<file path="src/sdc_pkg.sv">
// constants and types shared by the dual converter control block
package sdc_pkg;
  localparam int DATA_W = 14;
  localparam int CLK_PERIOD_NS = 4;
  localparam int T_CONV_HIGH_NS = 5200;
  localparam int T_CONV_SLEEP_NS = 10000;
  localparam int T_ACQ_NS = 500;
  localparam int T_QUIET_NS = 400;
  // a conversion length is exact, so the plain quotient is used
  localparam int CONV_HIGH_CYC = T_CONV_HIGH_NS / CLK_PERIOD_NS;
  localparam int CONV_SLEEP_CYC = T_CONV_SLEEP_NS / CLK_PERIOD_NS;
  localparam int ACQ_CYC = (T_ACQ_NS + CLK_PERIOD_NS - 1) / CLK_PERIOD_NS;
  localparam int QUIET_CYC = (T_QUIET_NS + CLK_PERIOD_NS - 1) / CLK_PERIOD_NS;
  localparam int CNT_W = 12;
  localparam int FIFO_DEPTH = 16;
  localparam int PUSH_CYC = 2;
  localparam logic [DATA_W-1:0] DATA_RST = 14'h0000;

  typedef enum logic [2:0] {
    SDC_IDLE = 3'b000,
    SDC_CONV = 3'b001,
    SDC_PUSH1 = 3'b010,
    SDC_PUSH2 = 3'b011,
    SDC_SLEEP = 3'b100
  } sdc_state_e;
endpackage : sdc_pkg

</file>
<file path="src/sdc_conv_ctrl.sv">
// conversion control and result readout of the dual sampling converter
`timescale 1ns/10ps
`default_nettype none
module sdc_conv_ctrl
  import sdc_pkg::*;
#(
  parameter int DW = DATA_W,
  parameter int DEPTH = FIFO_DEPTH,
  parameter int CONV_HIGH = CONV_HIGH_CYC,
  parameter int CONV_SLEEP = CONV_SLEEP_CYC,
  parameter bit BIPOLAR = 1'b1
) (
  input wire logic clk,
  input wire logic nrst,
  input wire logic conversion_start_n,
  input wire logic pair_select,
  input wire logic auto_sleep,
  input wire logic cs_n,
  input wire logic rd_n,
  input wire logic [DW-1:0] pair_a_input_1,
  input wire logic [DW-1:0] pair_a_input_2,
  input wire logic [DW-1:0] pair_b_input_1,
  input wire logic [DW-1:0] pair_b_input_2,
  output logic busy,
  output logic hold,
  output logic sleeping,
  output logic [DW-1:0] data_out,
  output logic data_oe_n
);
  if (CONV_HIGH < PUSH_CYC + 1 || CONV_SLEEP < PUSH_CYC + 1 ||
      CONV_SLEEP >= (1 << CNT_W) || CONV_HIGH >= (1 << CNT_W) || DW < 2)
  begin : g_bad_cfg
    $error("conversion lengths or data width out of range");
  end

  // output coding by variant
  // raw samples are straight binary; bipolar parts flip the top bit
  function automatic logic [DW-1:0] code_of(input logic [DW-1:0] raw);
    code_of = BIPOLAR ? {~raw[DW-1], raw[DW-2:0]} : raw;
  endfunction : code_of

  ////////////////////////////////////////////////////////////////////////////
  sdc_state_e state_q, state_d;
  logic start_n_q;
  logic [CNT_W-1:0] cnt_q, cnt_d;
  logic [CNT_W-1:0] len_q, len_d;
  logic pair_q, pair_d;
  logic [DW-1:0] held1_q, held1_d;
  logic [DW-1:0] held2_q, held2_d;
  logic rd_act_q;
  logic [DW-1:0] data_q;
  logic auto_sleep_q;

  wire start_fall = start_n_q && !conversion_start_n;
  wire can_start = (state_q == SDC_IDLE) || (state_q == SDC_SLEEP);
  wire take_start = start_fall && can_start;
  wire conv_last = (state_q == SDC_CONV) &&
    (cnt_q == len_q - CNT_W'(PUSH_CYC + 1));
  wire [DW-1:0] sel_in1 = pair_select ? pair_b_input_1 : pair_a_input_1;
  wire [DW-1:0] sel_in2 = pair_select ? pair_b_input_2 : pair_a_input_2;
  wire rd_act = !cs_n && !rd_n;
  wire rd_start = rd_act && !rd_act_q;

  logic fifo_in_valid;
  logic fifo_in_ready;
  logic [DW-1:0] fifo_in_data;
  logic fifo_out_valid;
  logic [DW-1:0] fifo_out_data;
  wire fifo_pop = rd_start && fifo_out_valid;

  ////////////////////////////////////////////////////////////////////////////
  always_comb
  begin
    state_d = state_q;
    cnt_d = cnt_q;
    len_d = len_q;
    pair_d = pair_q;
    held1_d = held1_q;
    held2_d = held2_q;
    fifo_in_valid = 1'b0;
    fifo_in_data = held1_q;
    case (state_q)
      SDC_IDLE, SDC_SLEEP:
      begin
        if (take_start)
        begin
          state_d = SDC_CONV;
          cnt_d = '0;
          // pair chosen from level at the start edge
          pair_d = pair_select;
          held1_d = code_of(sel_in1);
          held2_d = code_of(sel_in2);
          len_d = auto_sleep ? CNT_W'(CONV_SLEEP) : CNT_W'(CONV_HIGH);
        end
      end
      SDC_CONV:
      begin
        cnt_d = cnt_q + 1'b1;
        if (conv_last)
          state_d = SDC_PUSH1;
      end
      SDC_PUSH1:
      begin
        fifo_in_valid = 1'b1;
        fifo_in_data = held1_q;
        if (fifo_in_ready)
          state_d = SDC_PUSH2;
      end
      SDC_PUSH2:
      begin
        fifo_in_valid = 1'b1;
        fifo_in_data = held2_q;
        // track resumes as the conversion ends
        if (fifo_in_ready)
          state_d = auto_sleep_q ? SDC_SLEEP : SDC_IDLE;
      end
      default:
        state_d = SDC_IDLE;
    endcase
  end

  always_ff @(posedge clk or negedge nrst)
  begin
    if (!nrst)
    begin
      state_q <= SDC_IDLE;
      start_n_q <= 1'b1;
      cnt_q <= '0;
      len_q <= CNT_W'(CONV_HIGH);
      pair_q <= 1'b0;
      auto_sleep_q <= 1'b0;
      held1_q <= DW'(DATA_RST);
      held2_q <= DW'(DATA_RST);
    end
    else
    begin
      state_q <= state_d;
      start_n_q <= conversion_start_n;
      cnt_q <= cnt_d;
      len_q <= len_d;
      pair_q <= pair_d;
      held1_q <= held1_d;
      held2_q <= held2_d;
      if (take_start)
        auto_sleep_q <= auto_sleep;
    end
  end

  ////////////////////////////////////////////////////////////////////////////
  // a new start flushes unread words
  sdc_fifo #(
    .WIDTH(DW),
    .DEPTH(DEPTH)
  ) u_fifo (
    .clk(clk),
    .nrst(nrst),
    .flush(take_start),
    .in_valid(fifo_in_valid),
    .in_ready(fifo_in_ready),
    .in_data(fifo_in_data),
    .out_valid(fifo_out_valid),
    .out_ready(fifo_pop),
    .out_data(fifo_out_data)
  );

  // one 14-bit word per read strobe
  always_ff @(posedge clk or negedge nrst)
  begin
    if (!nrst)
    begin
      rd_act_q <= 1'b0;
      data_q <= DW'(DATA_RST);
    end
    else
    begin
      rd_act_q <= rd_act;
      if (fifo_pop)
        data_q <= fifo_out_data;
    end
  end

  assign busy = (state_q == SDC_CONV) || (state_q == SDC_PUSH1) ||
    (state_q == SDC_PUSH2);
  assign hold = busy;
  assign sleeping = state_q == SDC_SLEEP;
  assign data_out = data_q;
  // drive only under cs_n and rd_n low
  assign data_oe_n = !(rd_act && rd_act_q);
  // a start is taken as soon as busy is low; no extra dead time
  // acquisition wait is left to the host
  // quiet time before a start is left to the host

  ////////////////////////////////////////////////////////////////////////////
  // check helpers: busy length, input 1 still unread
  logic [CNT_W-1:0] busy_len_q;
  logic first_pend_q;

  always_ff @(posedge clk or negedge nrst)
  begin
    if (!nrst)
    begin
      busy_len_q <= '0;
      first_pend_q <= 1'b0;
    end
    else
    begin
      busy_len_q <= busy ? busy_len_q + 1'b1 : '0;
      // a start flushes, so the next pop is input 1 again
      if (take_start)
        first_pend_q <= 1'b1;
      else if (fifo_pop)
        first_pend_q <= 1'b0;
    end
  end
endmodule : sdc_conv_ctrl
`default_nettype wire

</file>
<file path="src/sdc_fifo.sv">
// result fifo with flush, valid/ready on both sides
`timescale 1ns/10ps
`default_nettype none
module sdc_fifo #(
  parameter int WIDTH = 14,
  parameter int DEPTH = 16
) (
  input wire logic clk,
  input wire logic nrst,
  input wire logic flush,
  input wire logic in_valid,
  output logic in_ready,
  input wire logic [WIDTH-1:0] in_data,
  output logic out_valid,
  input wire logic out_ready,
  output logic [WIDTH-1:0] out_data
);
  localparam int AW = $clog2(DEPTH);

  if (DEPTH < 2 || (1 << AW) != DEPTH)
  begin : g_bad_depth
    $error("fifo depth must be a power of two of at least two");
  end

  logic [WIDTH-1:0] mem [DEPTH];
  logic [AW:0] wr_q;
  logic [AW:0] rd_q;
  wire do_wr = in_valid && in_ready;
  wire do_rd = out_valid && out_ready;
  wire [AW:0] fill = wr_q - rd_q;

  assign in_ready = (fill != DEPTH[AW:0]) && !flush;
  assign out_valid = (fill != '0) && !flush;
  assign out_data = mem[rd_q[AW-1:0]];

  always_ff @(posedge clk or negedge nrst)
  begin
    if (!nrst)
    begin
      wr_q <= '0;
      rd_q <= '0;
    end
    else if (flush)
    begin
      wr_q <= '0;
      rd_q <= '0;
    end
    else
    begin
      if (do_wr)
        wr_q <= wr_q + 1'b1;
      if (do_rd)
        rd_q <= rd_q + 1'b1;
    end
  end

  // storage has no reset; contents only count once written
  always_ff @(posedge clk)
  begin
    if (do_wr)
      mem[wr_q[AW-1:0]] <= in_data;
  end
endmodule : sdc_fifo
`default_nettype wire

</file>
<file path="config.mk">
export PLATFORM = sky130hd
export DESIGN_NAME = sdc_conv_ctrl
export DESIGN_NICKNAME = d
export VERILOG_FILES = /design/src/sdc_pkg.sv /design/src/sdc_conv_ctrl.sv /design/src/sdc_fifo.sv
export SDC_FILE = /design/constraint.sdc
export NUM_CORES = 1
export LEC_CHECK = 0
export ABC_AREA = 1
export ABC_CLOCK_PERIOD_IN_PS = 3400
export BUFFER_PORTS_ARGS = -buffer_cell sky130_fd_sc_hd__buf_4
export CAP_MARGIN = 10
export CELL_PAD_IN_SITES_DETAIL_PLACEMENT = 1
export CELL_PAD_IN_SITES_GLOBAL_PLACEMENT = 1
export CORE_ASPECT_RATIO = 1.5
export CORE_MARGIN = 2
export CORE_UTILIZATION = 44
export DETAILED_ROUTE_END_ITERATION = 8
export PLACE_DENSITY = 0.79
export SYNTH_ARGS = -nofsm -noshare
export SYNTH_HDL_FRONTEND = slang
export SYNTH_HIERARCHICAL = 1
export SYNTH_SLANG_ARGS = --single-unit
</file>
<file path="constraint.sdc">
create_clock -name clk -period 3.4 [get_ports clk]
set_input_delay 0.51 -clock clk [delete_from_list [all_inputs] [get_ports clk]]
set_output_delay 0.51 -clock clk [all_outputs]
set_load 0.02 [all_outputs]
</file>
==> results of run 1 <==
-- where the power goes --
part | switching [W] | leakage, nW | internal (W)
combinational | 0.00313 | 2.48 | 0.00125
sequential | 0.000253 | 2.93 | 0.00477
clock | 0.00133 | 0.441 | 0.00184
-- metal layers --
metal / wire, µm / part of all wire / GRT usage
met1: 13000 / 0.37 / 0.266
met2: 18800 / 0.54 / 0.432
met3: 1480 / 0.043 / 0.0237
met4: 1380 / 0.040 / 0.103
met5: 0 / 0 / 0
-- metrics by stage --
step	total power, W	hold slack (ps)	area [µm²]
5_1_grt	0.0132	65.6	15000
2_1_floorplan	0.00770	214	12900
4_1_cts	0.0127	62.9	15000
3_5_place_dp	0.00943	481	14100
6_report	0.0126	79.9	15000
3_3_place_gp	0.00921	466	14100
-- cell usage after synthesis (all sizes together) --
master / number
a21oi: 5
a22oi: 1
a31oi: 1
a32o: 1
a32oi: 1
buf: 33
clkbuf: 36
clkinv: 1
dfrtp: 69
dfstp: 2
edfxtp: 224
ha: 11
inv: 90
mux2: 1
mux2i: 1
nand2: 176
nand3: 44
nand4: 16
nor2: 135
nor3: 19
o211ai: 30
o21ai: 176
o21bai: 1
o221ai: 39
o22ai: 20
or2: 2
xnor2: 1
xor2: 8
-- placed cells by master, fill, tap and decap left out, types with 23 or more instances in the layout --
cell type and instances:
sky130_fd_sc_hd__buf_4 132, sky130_fd_sc_hd__o221ai_1 39, sky130_fd_sc_hd__nand2_1 169, sky130_fd_sc_hd__inv_1 82, sky130_fd_sc_hd__o21ai_1 23, sky130_fd_sc_hd__dfrtp_1 68
sky130_fd_sc_hd__nor2_1 133, sky130_fd_sc_hd__nand3_1 39, sky130_fd_sc_hd__edfxtp_1 224, sky130_fd_sc_hd__o21ai_0 150, sky130_fd_sc_hd__clkbuf_16 29
-- sequential cells by signal, indices dropped and copies added, names as in the netlist --
register and flops:
auto_sleep_q 1, cnt_q 12, data_out 14, held1_q 14, held2_q 14, len_q 1
rd_act_q 1, start_n_q 1, state_q 3, u_fifo/mem 224, u_fifo/rd_q 5, u_fifo/wr_q 5
-- worst register-to-register path: stages, from the launching register on --
cell and delay [ps]:
sky130_fd_sc_hd__dfrtp_1 450, sky130_fd_sc_hd__ha_1 380, sky130_fd_sc_hd__nand2_2 120, sky130_fd_sc_hd__nand2_1 80, sky130_fd_sc_hd__nand2_1 120, sky130_fd_sc_hd__nand2_1 80, sky130_fd_sc_hd__nand2_1 80, sky130_fd_sc_hd__nand2_2 70
sky130_fd_sc_hd__nand2_4 120, sky130_fd_sc_hd__nand3_4 320, sky130_fd_sc_hd__nor3_2 400, sky130_fd_sc_hd__buf_4 250
-- worst paths after layout --
path | depth (start not counted) | end | from
worst max register to register | 11 | u_fifo/mem[5][3]$_DFFE_PP_ | u_fifo/wr_q[1]$_DFFE_PN0P_
max in group asynchronous | 1 | u_fifo/rd_q[0]$_DFFE_PN0P_ | nrst
worst max-delay path | 11 | u_fifo/mem[5][3]$_DFFE_PP_ | u_fifo/wr_q[1]$_DFFE_PN0P_
min in group asynchronous | 1 | cnt_q[0]$_DFFE_PN0P_ | nrst
worst min-delay path | 1 | start_n_q$_DFF_PN1_ | conversion_start_n
worst min register to register | 2 | held1_q[3]$_DFFE_PN0P_ | held1_q[3]$_DFFE_PN0P_
-- cells by family after synthesis --
kind of cell / Yosys count / share of synthesized area
AOI/OAI and AO/OA: 275 / 0.134
xor gates and xnor gates: 9 / 0.00613
adders and majority gates: 11 / 0.0107
buffers and inverters: 160 / 0.0544
DFF: 295 / 0.662
muxes: 2 / 0.00165
and+or+nand+nor: 392 / 0.132
-- final cells by class --
type	count	area, µm²
clock buffers	41	791
clock inverters	11	139
fillers	3134	13700
inverters	91	349
multi-input cells	689	3720
flip-flops and latches	295	8510
well taps	390	488
repair buffers	133	1010
==> metrics.cfg, run 1 <==
[grt]
grt_usage = 0.231
grt_overflow_total = 0
grt_antenna_before_repair = 0
pin_count_of_the_biggest_net_entering_global_routing = 72
grt_pass1_wl_um = 54400
grt_pass1_vias = 9737

[sta]
rsz0062_at_grt = no
fmax_mhz = 364
final_hold_viol_count = 0
slew_of_the_pin_with_the_lowest_slew_margin_ps = 913
min_period_over_period = 0.809
final_max_slew_viol_count = 0
aggregate_negative_setup_slack_ps = 0
setup_violations = 0
post-route-min-period_ps = 2750
worst_setup_skew_after_layout_ps = 7.59
timing.final.ws_setup_ps = 650
relSlewSlack = 0.391

[status]
outcome = finished clean

[worst_setup_path]
path_buf_inv = 1
worstPathArrival_ps = 3010
worst-r2r-setup-slack_ps = 650
start_kind = flop
crit_path_max_incr_delay_ps = 450
crit_required_ps = 3660
crit_chain = ha_1 -> nand2_2 -> nand2_1 -> nand2_1 -> nand2_1 -> nand2_1 -> nand2_2 -> nand2_4 -> nand3_4 -> nor3_2 -> buf_4
cp_top_family = simple AND/OR/NAND/NOR gates
crit_path_max_fanout = 21
worst_setup_ep_type = flop
critPathKind = reg -> reg
critical_path.most_common_cell = sky130_fd_sc_hd__nand2_1
slowest_stage = sky130_fd_sc_hd__dfrtp_1

[clock_tree]
cts_clk_pin_slew_worst_paths_ps = 60
root_buffer = sky130_fd_sc_hd__clkbuf_16
tritoncts = built
clk_latency_ps = 550
cts_max_path_buffers = 3
cts.repair_timing.setup_buffer_count = 0
clock_tree_sinks = 295
post_cts_resized = 0
hold_buffers = 0
number_of_buffers_added_by_the_clock_tree_synthesis_step = 28
htreeDepth = 1

[pwr]
p_leak_nw = 5.86
vdd.ir_drop.worst_uv = 498
power_density_mw_per_mm2 = 837

[drt]
drt_first_pass_iters = 5
drc_errors = 0
final_antenna_net_count = 0
routedWlPerCell_um = 21.0
first_iter_violations = 680
num_vias = 9108
finalWirelength_um = 34600
post_dr_vias_cell = 5.52

[final_layout]
drive_above_1_share = 0.187
postLayoutCoreUtil = 0.523
area.growth.synth_to_final_pct = 16.8
layout.nets = 1312
count_of_non_filler_cells_in_the_finished_layout = 1650
n_antenna_cell = 0

[floorplan]
fp.dieW_um = 144
floorplan.rows = 76
initial_core_util = 0.448
floorplan.core_area_mm2 = 0.0287
die_height_um = 213
die_area_mm2 = 0.0306
design.portCount = 81

[synth]
ys_ff_latch = 295
syn_area_mm2 = 0.0129
synthDistinctLibCells = 48
synth_top_cell_area_share = 0.523
synthDominantAreaCellType = sky130_fd_sc_hd__edfxtp_1
synth_cells = 1144
synth-seq-area-share = 0.662
post_synth.cell_area_avg_um2 = 11.2
netlist_top_cells_area = sky130_fd_sc_hd__edfxtp_1, sky130_fd_sc_hd__dfrtp_1, sky130_fd_sc_hd__o21ai_0
yosysWarningCount = 6
synth_net_count = 1218

[place]
dpl.cell_count = 1598
post-dp-hpwl_um = 22900
numPortBuffers = 80
routability_congestion_estimate_from_global_placement = 0.857
preCtsSetupSlack_ps = 699

[flow_run]
max-cap-violations = 0

[hold_path]
hold_path_class = in -> reg

No activity file was read; power rests on OpenSTA's default activity.
==> run 2: changes to the inputs <==
--- a/config.mk
+++ b/config.mk
@@ -6,7 +6,7 @@
 export NUM_CORES = 1
 export LEC_CHECK = 0
 export ABC_AREA = 1
-export ABC_CLOCK_PERIOD_IN_PS = 3400
+export ABC_CLOCK_PERIOD_IN_PS = 2400
 export BUFFER_PORTS_ARGS = -buffer_cell sky130_fd_sc_hd__buf_4
 export CAP_MARGIN = 10
 export CELL_PAD_IN_SITES_DETAIL_PLACEMENT = 1
==> constraint.sdc (replaced) <==
create_clock -name clk -period 2.4 [get_ports clk]
set_input_delay 0.36 -clock clk [delete_from_list [all_inputs] [get_ports clk]]
set_output_delay 0.36 -clock clk [all_outputs]
set_load 0.02 [all_outputs]
==> run 2 against run 1 <==
The flow now finishes with violations (negative setup slack). Via count rose by 4.6%. Largest cell class unchanged. Largest power group is now combinational cells. Total power grew 49%. Critical path depth up 3.
==> metrics.cfg, run 2 (synthesis gave the netlist of run 1 again) <==
[final_layout]
fillCellCount = 3056
max_ffs_per_register = 224
drive_above_1_share = 0.229
final_area_mm2 = 0.0158
final_common_cell = sky130_fd_sc_hd__edfxtp_1
postLayoutCoreUtil = 0.551
layout.cells.most_common_list = sky130_fd_sc_hd__edfxtp_1, sky130_fd_sc_hd__nand2_1, sky130_fd_sc_hd__o21ai_0, sky130_fd_sc_hd__buf_4, sky130_fd_sc_hd__nor2_1
area.growth.synth_to_final_pct = 23.1
n_antenna_cell = 0
layout.nets = 1354

[floorplan]
fp.dieW_um = 144
floorplan.core_area_mm2 = 0.0287
die_area_mm2 = 0.0306
design.portCount = 81
floorplan.rows = 76
initial_core_util = 0.448
die_height_um = 213

[place]
numPortBuffers = 80
detailed_place.area_mm2 = 0.0145
post-dp-hpwl_um = 24300
routability_congestion_estimate_from_global_placement = 0.842

[pwr]
p_leak_nw = 6.28
power_density_mw_per_mm2 = 1190
pwr-share-clk = 0.237
power.switching_fraction = 0.379
power_w = 0.0188
comb_power_share = 0.385
vdd.ir_drop.worst_uv = 587
netSwitchingPower_w = 0.00711
internal_power_w = 0.0117
power.sequential.fraction = 0.378

[grt]
grt_pass1_wl_um = 56500
grt_pass1_vias = 10100
pin_count_of_the_biggest_net_entering_global_routing = 66
grt_usage = 0.243
grt_antenna_before_repair = 0
grt_overflow_total = 0

[clock_tree]
cts_clk_pin_slew_worst_paths_ps = 60
clk_latency_ps = 560
number_of_buffers_added_by_the_clock_tree_synthesis_step = 28
tritoncts = built
clock_tree_sinks = 295
htreeDepth = 1
cts_max_path_buffers = 3
root_buffer = sky130_fd_sc_hd__clkbuf_16

[worst_setup_path]
slowest_stage = sky130_fd_sc_hd__dfrtp_1
worstPathArrival_ps = 2750
reg2reg_to = u_fifo/mem[5][4]$_DFFE_PP_
worst-r2r-setup-slack_ps = -90
crit_path_max_incr_delay_ps = 400
crit_chain = clkinv_2 -> ha_4 -> nand2_2 -> inv_2 -> nand2_4 -> nand3_2 -> nand2_2 -> nand2_4 -> nand3_4 -> buf_6 -> clkbuf_16 -> buf_6 -> nor3_4 -> buf_6
worst_setup_ep_type = flop
start_kind = flop
worstReg2RegStart = u_fifo/rd_q[3]$_DFFE_PN0P_
crit_path_max_fanout = 7
crit_required_ps = 2670
r2r.worst_path.cells = 14
critPathKind = reg -> reg
critical_path.most_common_cell = sky130_fd_sc_hd__buf_6

[sta]
fmax_mhz = 402
min_period_over_period = 1.04
setup_violations = 183
timing.final.ws_setup_ps = -85.2
relSlewSlack = 0.555
post-route-min-period_ps = 2490
worst_setup_skew_after_layout_ps = 16.5
slew_of_the_pin_with_the_lowest_slew_margin_ps = 667
final_max_slew_viol_count = 0
aggregate_negative_setup_slack_ps = -5600
rsz0062_at_grt = yes
final_hold_viol_count = 0

[drt]
num_vias = 9528
post_dr_vias_cell = 5.63
finalWirelength_um = 38400
drc_errors = 0
routedWlPerCell_um = 22.7
final_antenna_net_count = 0
first_iter_violations = 796
drt_first_pass_iters = 5

[flow_run]
max-cap-violations = 0

[status]
violations = negative setup slack
outcome = finished, violations left

[hold_path]
min_from = pair_a_input_2[0]
hold_path_class = in -> reg
min_delay_path_depth = 3
whs_endpoint = held2_q[0]$_DFFE_PN0P_

## run 2: worst max path at each step
stage                                           from                          end  slack [ps]  cells past startpoint
after floorplan           u_fifo/rd_q[1]$_DFFE_PN0P_   u_fifo/mem[3][0]$_DFFE_PP_        -110                     14
after global placement    u_fifo/wr_q[0]$_DFFE_PN0P_   u_fifo/mem[3][1]$_DFFE_PP_         150                     14
after detailed placement  u_fifo/wr_q[0]$_DFFE_PN0P_  u_fifo/mem[3][10]$_DFFE_PP_          60                     14
after CTS                 u_fifo/wr_q[0]$_DFFE_PN0P_   u_fifo/mem[2][1]$_DFFE_PP_           6                     14
after global routing      u_fifo/rd_q[2]$_DFFE_PN0P_   u_fifo/mem[5][4]$_DFFE_PP_        -140                     13
final                     u_fifo/rd_q[3]$_DFFE_PN0P_   u_fifo/mem[5][4]$_DFFE_PP_         -90                     14
## run 2: area by class of cell
type	instances	area, µm²	area share
clock buffers	43	810	0.0512
clock inverters	9	110	0.00696
inverters	91	350	0.0221
multi-input cells	689	3930	0.249
flip-flops and latches	295	8510	0.538
well taps	390	488	0.0308
repair buffers	175	1620	0.103
## run 2: repair_timing
action                                  CTS  global route
hold endpoints to repair                 30             0
hold buffers                              4             0
buffers inserted                          0            26
resized for setup                         0            27
endpoints found under the setup margin    0           243
## run 2: per-stage QoR
| stage | setup WS [ps] | cells | hold WS (ps) |
|---|---|---|---|
| final | -85.2 | 1692 | 42.5 |
| after CTS | 5.60 | 1663 | 28.5 |
| after floorplan | -111 | 1144 | 64.4 |
| after global routing | -144 | 1692 | 38.2 |
| after global placement | 149 | 1607 | 322 |
| after detailed placement | 62.2 | 1607 | 324 |
## run 2: power by group through the flow
stage          registers (W)  logic [W]  clock network [W]
2_1_floorplan        0.00728    0.00392                  0
3_3_place_gp         0.00715    0.00612                  0
3_5_place_dp         0.00719    0.00651                  0
4_1_cts              0.00709    0.00659            0.00450
5_1_grt              0.00716    0.00779            0.00467
6_report             0.00710    0.00722            0.00444
## run 2: per-layer routing
metal,up-vias,GRT usage,share of wire
met4,0,0.110,0.037
met1,4795,0.276,0.37
li1,4331,-,-
met3,80,0.0264,0.046
met5,-,0,0
met2,322,0.456,0.55
## run 2: critical path, delay by kind of cell, from the launching register on
family | cells | cell delay [ps]
buffers and inverters | 6 | 790
and+or+nand+nor | 7 | 690
adders and majority gates | 1 | 310
DFF | 1 | 400
